`src/hda_params.svh`:
```
`ifndef HDA_PARAMS_SVH
`define HDA_PARAMS_SVH
// register byte addresses
`define HDA_MIN_ALARM_ADDR 8'h07
`define HDA_HOUR_ALARM_ADDR 8'h08
`define HDA_DAY_ALARM_ADDR 8'h09
`define HDA_DAYSEL_ADDR 8'h0F
`define HDA_CTRL_ADDR 8'h10
`define HDA_IRQ_STAT_ADDR 8'h20
`define HDA_IRQ_MASK_ADDR 8'h21
// field positions
`define HDA_ENABLE_BIT 7
`define HDA_DAYSEL_BIT 5
`define HDA_FMT12_BIT 1
`define HDA_MERIDIEM_BIT 5
// reset values
`define HDA_MIN_ALARM_RST 8'h80
`define HDA_HOUR_ALARM_RST 8'h80
`define HDA_DAY_ALARM_RST 8'h80
`endif

```
`src/hda_pkg.sv`:
```
package hda_pkg;
    typedef logic [7:0] hda_byte_t;
    typedef struct packed {
        logic [6:0] minute;
        logic [5:0] hour;
        logic [5:0] day;
        logic [2:0] weekday;
    } hda_time_s;
endpackage

```
`src/hda_cmp_if.sv`:
```
`timescale 1ns/100ps
// alarm fields travelling to the comparator
interface hda_cmp_if;
    logic [7:0] minuteAlarm;
    logic [7:0] hourAlarm;
    logic [7:0] dayAlarm;
    logic fmt12;
    logic daySel;
    logic match;
    modport regs (output minuteAlarm, hourAlarm, dayAlarm, fmt12, daySel,
        input match);
    modport cmp (input minuteAlarm, hourAlarm, dayAlarm, fmt12, daySel,
        output match);
endinterface

```
`src/hda_alarm_regs.sv`:
```
// Added by the designer: the strobed register port.
`timescale 1ns/100ps
`include "hda_params.svh"
// Functional notes
// RQ1: hour enable bit 7, active low, resets 1
// RQ2: 24h mode, bits 5:0 BCD hour
// RQ3: 12h mode, bits 4:0 hour, bit 5 PM
// RQ4: unused alarm bits always read zero
// RQ5: alarms readable, writes blocked when protected
// RQ6: day select bit picks weekday or date
// RQ7: weekday mode holds bits 2:0
// RQ8: date mode holds BCD bits 5:0
// RQ9: software must load a valid date
// RQ10: day enable bit 7 joins matching
// RQ11: day register resets to 80h
// RQ12: date matching valid through leap years
// RQ13: minute enable bit 7, resets 1
// RQ14: alarm when all enabled fields match
module hda_alarm_regs
    import hda_pkg::*;
(
    // clock and reset
    input wire logic sys_clk,
    input wire logic rst,
    // register port
    input wire logic [7:0] regAddr,
    input wire logic [7:0] regWdata,
    input wire logic regWr,
    input wire logic regRd,
    output logic [7:0] regRdata,
    // protection and time from the core
    input wire logic writeLocked,
    input wire hda_time_s curTime,
    input wire logic curPm,
    // interrupt and status
    output logic alarmIrq,
    output logic alarmMatch
);
    hda_cmp_if cmpBus();
    logic [7:0] minuteAlarm;
    logic [7:0] hourAlarm;
    logic [7:0] dayAlarm;
    logic daySel;
    logic fmt12;
    logic irqStat;
    logic irqMask;
    logic matchSeen;
    logic [7:0] next_rdata;
    logic wrOk;

    // protection only gates writes to alarm fields and mode bits, reads stay open
    assign wrOk = regWr && !writeLocked; // RQ5

    // alarm registers; bit 6 of hour and day stored as zero so it reads zero
    always_ff @(posedge sys_clk) begin
        if (rst) begin
            minuteAlarm <= `HDA_MIN_ALARM_RST; // RQ13
            hourAlarm <= `HDA_HOUR_ALARM_RST; // RQ1
            dayAlarm <= `HDA_DAY_ALARM_RST; // RQ11
        end else if (wrOk) begin
            if (regAddr == `HDA_MIN_ALARM_ADDR) begin
                minuteAlarm <= regWdata;
            end
            if (regAddr == `HDA_HOUR_ALARM_ADDR) begin
                hourAlarm <= {regWdata[7], 1'b0, regWdata[5:0]}; // RQ4
            end
            if (regAddr == `HDA_DAY_ALARM_ADDR) begin
                dayAlarm <= {regWdata[7], 1'b0, regWdata[5:0]}; // RQ4
            end
        end
    end

    // mode bits share the protection of the alarm registers
    always_ff @(posedge sys_clk) begin
        if (rst) begin
            daySel <= 1'b0;
            fmt12 <= 1'b0;
        end else if (wrOk) begin
            if (regAddr == `HDA_DAYSEL_ADDR) begin
                daySel <= regWdata[`HDA_DAYSEL_BIT]; // RQ6
            end
            if (regAddr == `HDA_CTRL_ADDR) begin
                fmt12 <= regWdata[`HDA_FMT12_BIT];
            end
        end
    end

    assign cmpBus.minuteAlarm = minuteAlarm;
    assign cmpBus.hourAlarm = hourAlarm;
    assign cmpBus.dayAlarm = dayAlarm;
    assign cmpBus.fmt12 = fmt12;
    assign cmpBus.daySel = daySel;

    // leap years need no work here: day and date come from the core
    hda_match uMatch (
        .cmp(cmpBus.cmp),
        .now(curTime),
        .nowPm(curPm)
    ); // RQ12

    // edge of the match sets the sticky flag; set beats a clear
    always_ff @(posedge sys_clk) begin
        if (rst) begin
            matchSeen <= 1'b0;
            irqStat <= 1'b0;
        end else begin
            matchSeen <= cmpBus.match;
            if (cmpBus.match && !matchSeen) begin
                irqStat <= 1'b1; // RQ14
            end else if (regWr && regAddr == `HDA_IRQ_STAT_ADDR &&
                regWdata[0]) begin
                irqStat <= 1'b0;
            end
        end
    end

    // interrupt mask, not covered by write protection
    always_ff @(posedge sys_clk) begin
        if (rst) begin
            irqMask <= 1'b0;
        end else if (regWr && regAddr == `HDA_IRQ_MASK_ADDR) begin
            irqMask <= regWdata[0];
        end
    end

    // registered outputs
    always_ff @(posedge sys_clk) begin
        if (rst) begin
            alarmIrq <= 1'b0;
            alarmMatch <= 1'b0;
        end else begin
            alarmIrq <= irqMask && (irqStat ||
                (cmpBus.match && !matchSeen));
            alarmMatch <= cmpBus.match;
        end
    end

    // read mux; day register hides bits 6:3 in weekday mode
    always_comb begin
        next_rdata = 8'h00;
        unique case (regAddr)
            `HDA_MIN_ALARM_ADDR: next_rdata = minuteAlarm;
            `HDA_HOUR_ALARM_ADDR: next_rdata = hourAlarm;
            `HDA_DAY_ALARM_ADDR: begin
                if (daySel) begin
                    next_rdata = dayAlarm;
                end else begin
                    next_rdata = {dayAlarm[7], 4'h0, dayAlarm[2:0]}; // RQ4
                end
            end
            `HDA_DAYSEL_ADDR: next_rdata = {2'h0, daySel, 5'h00};
            `HDA_CTRL_ADDR: next_rdata = {6'h00, fmt12, 1'b0};
            `HDA_IRQ_STAT_ADDR: next_rdata = {7'h00, irqStat};
            `HDA_IRQ_MASK_ADDR: next_rdata = {7'h00, irqMask};
            default: next_rdata = 8'h00;
        endcase
    end

    always_ff @(posedge sys_clk) begin
        if (rst) begin
            regRdata <= 8'h00;
        end else if (regRd) begin
            regRdata <= next_rdata; // RQ5
        end else begin
            regRdata <= 8'h00;
        end
    end

    // checks
    a_hour_reset: assert property (@(posedge sys_clk)
        $fell(rst) |-> hourAlarm == 8'h80) // RQ1
        else $error("hour alarm reset wrong");
    a_day_reset: assert property (@(posedge sys_clk)
        $fell(rst) |-> dayAlarm == 8'h80) // RQ11
        else $error("day alarm reset wrong");
    a_min_reset: assert property (@(posedge sys_clk)
        $fell(rst) |-> minuteAlarm[7]) // RQ13
        else $error("minute enable reset wrong");
    a_hour_bit6: assert property (@(posedge sys_clk) disable iff (rst)
        regRd && regAddr == 8'h08 |=> !regRdata[6]) // RQ4
        else $error("hour bit 6 not zero");
    a_weekday_zero: assert property (@(posedge sys_clk) disable iff (rst)
        regRd && regAddr == 8'h09 && !daySel |=> regRdata[6:3] == 4'h0)
        else $error("weekday unused bits set"); // RQ4
    a_lock_blocks: assert property (@(posedge sys_clk) disable iff (rst)
        regWr && writeLocked && regAddr == 8'h08 |=> $stable(hourAlarm))
        else $error("locked write changed alarm"); // RQ5
    a_day_write: assert property (@(posedge sys_clk) disable iff (rst)
        regWr && !writeLocked && regAddr == 8'h09 |=>
        dayAlarm[5:0] == $past(regWdata[5:0])) // RQ8
        else $error("day alarm write lost");
    a_hour_disable: assert property (@(posedge sys_clk) disable iff (rst)
        hourAlarm[7] && dayAlarm[7] && minuteAlarm[7] |=> !alarmMatch)
        else $error("match with all fields off"); // RQ10
    a_match_12h: assert property (@(posedge sys_clk) disable iff (rst)
        fmt12 && !hourAlarm[7] && hourAlarm[5] != curPm |=> !alarmMatch)
        else $error("meridiem ignored"); // RQ3
    a_irq_set: assert property (@(posedge sys_clk) disable iff (rst)
        cmpBus.match && !matchSeen |=> irqStat) // RQ14
        else $error("match did not set flag");
    c_irq_fire: cover property (@(posedge sys_clk) alarmIrq);
    c_date_match: cover property (@(posedge sys_clk)
        daySel && !dayAlarm[7] && alarmMatch);
    c_locked_write: cover property (@(posedge sys_clk)
        regWr && writeLocked);
    c_weekday_match: cover property (@(posedge sys_clk)
        !daySel && !dayAlarm[7] && alarmMatch);
    c_stat_clear: cover property (@(posedge sys_clk)
        regWr && regAddr == 8'h20 && irqStat);

    // date mode still keeps bit 6 clear on read
    a_date_bit6: assert property (@(posedge sys_clk) disable iff (rst)
        regRd && regAddr == 8'h09 && daySel |=> !regRdata[6]) // RQ4
        else $error("date bit 6 not zero");
    // bit 6 is never stored, so no later mode can expose it
    a_hour_store6: assert property (@(posedge sys_clk) disable iff (rst)
        !hourAlarm[6]) // RQ4
        else $error("hour bit 6 stored");
    // same for the day register
    a_day_store6: assert property (@(posedge sys_clk) disable iff (rst)
        !dayAlarm[6]) // RQ4
        else $error("day bit 6 stored");
    // hour value lands whole on an open write
    a_hour_write: assert property (@(posedge sys_clk) disable iff (rst)
        regWr && !writeLocked && regAddr == 8'h08 |=>
        hourAlarm[5:0] == $past(regWdata[5:0])) // RQ2
        else $error("hour alarm write lost");
    // hour enable follows the written bit 7
    a_hour_en_write: assert property (@(posedge sys_clk) disable iff (rst)
        regWr && !writeLocked && regAddr == 8'h08 |=>
        hourAlarm[7] == $past(regWdata[7])) // RQ1
        else $error("hour enable write lost");
    // day enable follows the written bit 7
    a_day_en_write: assert property (@(posedge sys_clk) disable iff (rst)
        regWr && !writeLocked && regAddr == 8'h09 |=>
        dayAlarm[7] == $past(regWdata[7])) // RQ10
        else $error("day enable write lost");
    // minute register takes the full byte
    a_min_write: assert property (@(posedge sys_clk) disable iff (rst)
        regWr && !writeLocked && regAddr == 8'h07 |=>
        minuteAlarm == $past(regWdata)) // RQ13
        else $error("minute alarm write lost");
    // protection also covers the day register
    a_lock_day: assert property (@(posedge sys_clk) disable iff (rst)
        regWr && writeLocked && regAddr == 8'h09 |=> $stable(dayAlarm))
        else $error("locked write changed day"); // RQ5
    // and the minute register
    a_lock_min: assert property (@(posedge sys_clk) disable iff (rst)
        regWr && writeLocked && regAddr == 8'h07 |=>
        $stable(minuteAlarm)) // RQ5
        else $error("locked write changed minute");
    // mode bit cannot be flipped behind the lock
    a_lock_sel: assert property (@(posedge sys_clk) disable iff (rst)
        regWr && writeLocked && regAddr == 8'h0F |=> $stable(daySel))
        else $error("locked write changed day select"); // RQ6
    // open write of the select register sets the day mode
    a_sel_write: assert property (@(posedge sys_clk) disable iff (rst)
        regWr && !writeLocked && regAddr == 8'h0F |=>
        daySel == $past(regWdata[5])) // RQ6
        else $error("day select write lost");
    // format bit follows its write
    a_fmt_write: assert property (@(posedge sys_clk) disable iff (rst)
        regWr && !writeLocked && regAddr == 8'h10 |=>
        fmt12 == $past(regWdata[1])) // RQ3
        else $error("format write lost");
    // hour register reads back what is stored
    a_hour_read: assert property (@(posedge sys_clk) disable iff (rst)
        regRd && regAddr == 8'h08 |=> regRdata == $past(hourAlarm))
        else $error("hour read wrong"); // RQ5
    // date mode shows the full stored day byte
    a_day_read: assert property (@(posedge sys_clk) disable iff (rst)
        regRd && regAddr == 8'h09 && daySel |=>
        regRdata == $past(dayAlarm)) // RQ8
        else $error("date read wrong");
    // weekday mode shows the low three bits
    a_weekday_read: assert property (@(posedge sys_clk) disable iff (rst)
        regRd && regAddr == 8'h09 && !daySel |=>
        regRdata[2:0] == $past(dayAlarm[2:0])) // RQ7
        else $error("weekday read wrong");
    // read data is zero outside the answer cycle
    a_rdata_idle: assert property (@(posedge sys_clk) disable iff (rst)
        !regRd |=> regRdata == 8'h00) // RQ5
        else $error("read data left standing");
    // a wrong hour in 24h mode blocks the match
    a_match_24h: assert property (@(posedge sys_clk) disable iff (rst)
        !fmt12 && !hourAlarm[7] && hourAlarm[5:0] != curTime.hour |=>
        !alarmMatch) // RQ2
        else $error("24h hour mismatch ignored");
    // a wrong date blocks the match
    a_match_date: assert property (@(posedge sys_clk) disable iff (rst)
        daySel && !dayAlarm[7] && dayAlarm[5:0] != curTime.day |=>
        !alarmMatch) // RQ8
        else $error("date mismatch ignored");
    // a wrong weekday blocks the match
    a_match_weekday: assert property (@(posedge sys_clk) disable iff (rst)
        !daySel && !dayAlarm[7] && dayAlarm[2:0] != curTime.weekday |=>
        !alarmMatch) // RQ7
        else $error("weekday mismatch ignored");
    // a wrong minute blocks the match
    a_match_min: assert property (@(posedge sys_clk) disable iff (rst)
        !minuteAlarm[7] && minuteAlarm[6:0] != curTime.minute |=>
        !alarmMatch) // RQ13
        else $error("minute mismatch ignored");
    // in 24h weekday mode every field enabled and equal must give a match
    a_match_all: assert property (@(posedge sys_clk) disable iff (rst)
        !fmt12 && !daySel && !hourAlarm[7] && !dayAlarm[7] &&
        !minuteAlarm[7] && hourAlarm[5:0] == curTime.hour &&
        dayAlarm[2:0] == curTime.weekday &&
        minuteAlarm[6:0] == curTime.minute |=> alarmMatch) // RQ14
        else $error("full match missed");
    // mask off keeps the pin low
    a_irq_masked: assert property (@(posedge sys_clk) disable iff (rst)
        !irqMask |=> !alarmIrq) // RQ14
        else $error("masked interrupt raised");
    // unmasked sticky flag drives the pin
    a_irq_level: assert property (@(posedge sys_clk) disable iff (rst)
        irqMask && irqStat |=> alarmIrq) // RQ14
        else $error("interrupt missing");
    // a one written clears the flag unless a new edge arrives
    a_stat_clear: assert property (@(posedge sys_clk) disable iff (rst)
        regWr && regAddr == 8'h20 && regWdata[0] &&
        !(cmpBus.match && !matchSeen) |=> !irqStat) // RQ14
        else $error("status not cleared");
    // flag stays until software clears it
    a_stat_hold: assert property (@(posedge sys_clk) disable iff (rst)
        irqStat && !(regWr && regAddr == 8'h20 && regWdata[0]) |=>
        irqStat) // RQ14
        else $error("status dropped by itself");
endmodule

```
`src/hda_match.sv`:
```
`timescale 1ns/100ps
`include "hda_params.svh"
module hda_match
    import hda_pkg::*;
(
    // fields from the register file
    hda_cmp_if.cmp cmp,
    // current time from the clock core
    input wire hda_time_s now,
    input wire logic nowPm
);
    logic hourHit;
    logic dayHit;
    logic minHit;

    // disabled fields count as a hit; formats decide compared width
    always_comb begin
        minHit = cmp.minuteAlarm[`HDA_ENABLE_BIT] ||
            (cmp.minuteAlarm[6:0] == now.minute);
        if (cmp.fmt12) begin // RQ3
            hourHit = (cmp.hourAlarm[4:0] == now.hour[4:0]) &&
                (cmp.hourAlarm[`HDA_MERIDIEM_BIT] == nowPm);
        end else begin // RQ2
            hourHit = (cmp.hourAlarm[5:0] == now.hour);
        end
        hourHit = hourHit || cmp.hourAlarm[`HDA_ENABLE_BIT]; // RQ1
        if (cmp.daySel) begin // RQ8
            dayHit = (cmp.dayAlarm[5:0] == now.day);
        end else begin // RQ7
            dayHit = (cmp.dayAlarm[2:0] == now.weekday);
        end
        dayHit = dayHit || cmp.dayAlarm[`HDA_ENABLE_BIT]; // RQ10
    end

    // nothing enabled means no alarm at all
    assign cmp.match = minHit && hourHit && dayHit && // RQ14
        !(cmp.minuteAlarm[7] && cmp.hourAlarm[7] && cmp.dayAlarm[7]);
endmodule

```
`config.mk`:
```
export PLATFORM = sky130hd
export DESIGN_NAME = hda_alarm_regs
export DESIGN_NICKNAME = d
export VERILOG_FILES = /design/src/hda_pkg.sv /design/src/hda_cmp_if.sv /design/src/hda_alarm_regs.sv /design/src/hda_match.sv
export VERILOG_INCLUDE_DIRS = /design/src /design/src/src
export SDC_FILE = /design/constraint.sdc
export NUM_CORES = 1
export LEC_CHECK = 0
export BUFFER_PORTS_ARGS = -buffer_cell sky130_fd_sc_hd__buf_2
export CORE_ASPECT_RATIO = 1.5
export CORE_MARGIN = 4
export CORE_UTILIZATION = 40
export CTS_CLUSTER_DIAMETER = 50
export DETAILED_ROUTE_END_ITERATION = 6
export PLACE_DENSITY_LB_ADDON = 0.2
export SLEW_MARGIN = 20
export SYNTH_ARGS = -nofsm -noshare
export SYNTH_HDL_FRONTEND = slang
export SYNTH_HIERARCHICAL = 1
export SYNTH_SLANG_ARGS = --single-unit
```
`constraint.sdc`:
```
create_clock -name sys_clk -period 3 [get_ports sys_clk]
set_input_delay 0.45 -clock sys_clk [delete_from_list [all_inputs] [get_ports sys_clk]]
set_output_delay 0.45 -clock sys_clk [all_outputs]
set_load 0.05 [all_outputs]
```
# Yosys cells after proc, flatten, opt, wreduce, memory -nomap -nowiden
# Cells that the tools add are included.
[word_totals] ff_bits=36 input_bits=44 output_inout_bits=10 elab_cells=56
[op_classes] n_eq_ne=13 n_mux=6 n_bitwise=1 n_reduce_logical=26
[op_table] cell="one-hot mux 8 bit (7 select lines)" count=1
[op_table] cell="equality test 8 x 4 -> 1 bit (second input constant)" count=3
[op_table] cell="equality test 8 x 6 -> 1 bit (second input constant)" count=2
[op_table] cell="equality test 6 bit" count=2
[op_table] cell="logical AND 1 bit" count=12
[op_table] cell="AND reduction 2 bit" count=5
[op_table] cell="equality test 8 x 3 -> 1 bit (second input constant)" count=1
[op_table] cell="equality test 8 x 5 -> 1 bit (second input constant)" count=1
[op_table] cell="equality test 7 bit" count=1
[op_table] cell="two-way mux 6 bit" count=1
[op_table] cell="equality test 5 bit" count=1
[op_table] cell="logical OR 1 bit" count=4
[op_table] cell="two-way mux 1 bit" count=4
[op_table] cell="equality test 3 bit" count=1
[op_table] cell="logical NOT 1 bit" count=3
[op_table] cell="nonzero test 2 bit" count=1
[op_table] cell="OR reduction 2 bit" count=1
[op_table] cell="equality test 1 bit" count=1
[op_table] cell="inverter 1 bit" count=1

# Longest topological paths before layout
[depth] depth_word=10 ltp_mapped=6 ltp_nobuf=6

# Hierarchy
# The synthesis kept the hierarchy.
[by_module_without_submodules] module="hda_alarm_regs" instances=1 cells_each=164 area_per_inst_um2=1604.0 seq_area_each_um2=720.7
[by_module_without_submodules] module="hda_match" instances=1 cells_each=34 area_per_inst_um2=276.5 seq_area_each_um2=0.0

# Worst setup path after synthesis
# No wires, ideal clock.
[synth_timing] kind="input -> register" start="input port regAddr[2]" end="register dayAlarm[7] (netlist: cmpBus.dayAlarm[7])" setup_time_ns=0.120 arrival_time_ns=1.938 t_required_ns=2.880 path_slack_ns=0.942 stages=5 n_path_buf=2 cell_sequence="or4_4 > buf_6 > or4_4 > buf_6 > a211o_1"
[synth_via] elab_chain_len=2
[synth_rtl] element="from (decl)" line_no="hda_alarm_regs.sv:26" rtl="input wire logic [7:0] regAddr,"
[synth_rtl] element="equality test 8 x 4 -> 1 bit"
[synth_rtl] element="AND reduction 2 bit (no line)"
[synth_rtl] element="to (signal assigned)" line_no="hda_alarm_regs.sv:59" rtl="dayAlarm <= `HDA_DAY_ALARM_RST;"
[synth_rtl] element="to (signal assigned)" line_no="hda_alarm_regs.sv:68" rtl="dayAlarm <= {regWdata[7], 1'b0, regWdata[5:0]};"
[synth_rtl] element="to (decl)" line_no="hda_alarm_regs.sv:42" rtl="logic [7:0] dayAlarm;"
# No other way between the ends.
# A chain may end at the register's enable or synchronous reset.

# Worst setup path after layout
[layout_timing] start="input port regAddr[5]" end="register hourAlarm[7] (netlist: cmpBus.hourAlarm[7])"
[layout_via] elab_chain_len=2
[layout_rtl] element="equality test 8 x 4 -> 1 bit"
[layout_rtl] element="AND reduction 2 bit (no line)"
[layout_rtl] element="to (signal assigned)" line_no="hda_alarm_regs.sv:58" rtl="hourAlarm <= `HDA_HOUR_ALARM_RST;"
[layout_rtl] element="to (signal assigned)" line_no="hda_alarm_regs.sv:65" rtl="hourAlarm <= {regWdata[7], 1'b0, regWdata[5:0]};"
[layout_rtl] element="to (decl)" line_no="hda_alarm_regs.sv:41" rtl="logic [7:0] hourAlarm;"
# No other way between the ends.

==> summary.md <==
| Metric | Value |
|---|---|
| Fin. Hold Viols | 0 |
| DRT Wirelength | 5.26 mm |
| Final worst-path cycle share | 0.677 |
| CTS root buf | clkbuf_8 |
| Fraction of layout cells with a size suffix above 1 | 0.294 |
| Die ar. | 5870 sq um |
| Post-CTS Resized | 0 |
| Placed cell areas | 2190 sq um |
| CTS sink count | 36 |
| Htree depth | 2 |
| Placed Cells | 308 |
| Max_slew headroom | 0.520 |
| Antenna cells | 0 |
| Setup Crit Path Kind | primary input to register |
| Crit path capture type | register |
| Core Util, Final | 0.506 |
| Post-route ant nets | 0 |
| Synth-to-Final Area Change | 22.5% |
| Vias | 1656 |
| Starting density of the core | 0.413 |
| Non-Filler Instances | 316 |
| Tightest Pin Transition | 0.715 ns |
| Pleak | 0.947 nW |
| Post-Route Skew | 0.00706 ns |
| Fin nets | 295 |
| Worst-Skew Late Latency | 0.29 ns |
| Bufs on Longest Clock Path | 2 |
| Post-CTS Hold Fix Bufs | 0 |
| Largest net degree at the start of global routing | 31 |
| Syn Inst Count | 197 |
| Initial antenna violation count | 0 |
| Peak supply drop | 272 uV |
| Routed length per instance | 16.7 um |
| Boundary pin count | 54 |
| Chip height | 91.9 um |
| FMAX | 492 MHz |
| Core area | 4540 sq um |
| PortBufs | 53 |
| Gr ovfl total | 0 |
| Finished Cell Area | 2300 sq um |
| Vias in the first global route | 1688 |
| Outcome | finished, final reports clean |
| Gpl congestion | 0.844 |
| Post-Syn Area | 1880 sq um |
| Syn_area_per_cell | 9.53 sq um |
| RSZ-0062 raised after global routing | no |
| Global-route wire length before repair | 8.47 mm |
| Crit path time final | 2.03 ns |
| Clk slew on worst S/H paths | 0.08 ns |
| Total Routing Usage GR | 0.192 |
| Startpoint class of the critical path | primary input |
| Setup-failing EPs final | 0 |
| Pins Over Slew Limit | 0 |
| Die width | 63.9 um |
| 1st-iter DRT viols | 84 |
| Power Density | 432 nW/um^2 |
| Hold Crit Class | primary input to register |
| Post-CTS Setup Inserts | 0 |
| MaxCap Viol Count | 0 |
| Clock tree from TritonCTS | built |
| Crit Path Max Fanout | 12 |
| Via density per instance | 5.24 |
| Remaining DRCs | 0 |
| Arrival @ worst endpoint | 2.21 ns |
| Setup TNS | 0 ns |
| Required time of the critical path | 3.18 ns |
| DRT Pass-1 Iters | 4 |
| Hold Slack | 0.390 ns |
| TritonCTS Buffers | 5 |
| HPWL Detailed | 3.96 mm |
| Rows | 30 |
| Synth warn | 6 |
| Syn_nets | 241 |
[state kept, by name (all words and copies together) (netlist names), 7 cells and up]
register	flops
regRdata	8
cmpBus.dayAlarm	7
cmpBus.minuteAlarm	8
cmpBus.hourAlarm	7
[through the flow]
stage	setup WS, ns	power (mW)
final	0.969	0.993
after global routing	0.885	1.04
after CTS	0.999	1.01
after detailed placement	0.720	0.579
after global placement	0.736	0.578
after floorplan	0.942	0.530
[worst paths after layout]
check,cells past startpoint,start,slack (ns),endpoint
max,5,regAddr[5],0.97,cmpBus.hourAlarm[7]
min,3,regWdata[6],0.39,cmpBus.minuteAlarm[6]
max reg2reg,6,cmpBus.dayAlarm[2],1.19,alarmIrq
min reg2reg,2,irqMask,0.47,alarmIrq
[layout make-up]
class,count,area (sq um)
multi-input combinational,147,1080
clock buffer,5,68.8
fill,445,2240
inverter,5,18.8
sequential,36,721
clock inverter,3,42.5
tap,64,80.1
timing repair buffer,56,288
[layout by cell type (no fill, tap or decap), drive strengths merged, types with 4 or more instances in the layout]
cell / count
or4: 4
buf: 56
dfxtp: 36
a222oi: 4
nor3: 12
xnor2: 5
nor4: 9
nor2: 27
nand2b: 5
xor2: 17
mux2i: 25
inv: 5
clkbuf: 5
[where the power goes]
group	internal [mW]	total, mW	switching, mW
clock network	0.246	0.425	0.179
logic	0.0369	0.0899	0.0530
registers	0.478	0.478	0.000318
[metal layers]
metal  vias to the layer above  global-route usage  wire (um)
li1                        823                   -          -
met1                       769               0.216       2170
met2                        56               0.337       2720
met3                         8              0.0490        266
met4                         0              0.0793        104
met5                         -                   0          0
[critical path: stages]
cell	delay, ns
buf_2	0.18
or3b_1	0.53
nor4_4	0.66
nor2b_1	0.11
a211o_1	0.28
Power figures use the tool's default switching activity.
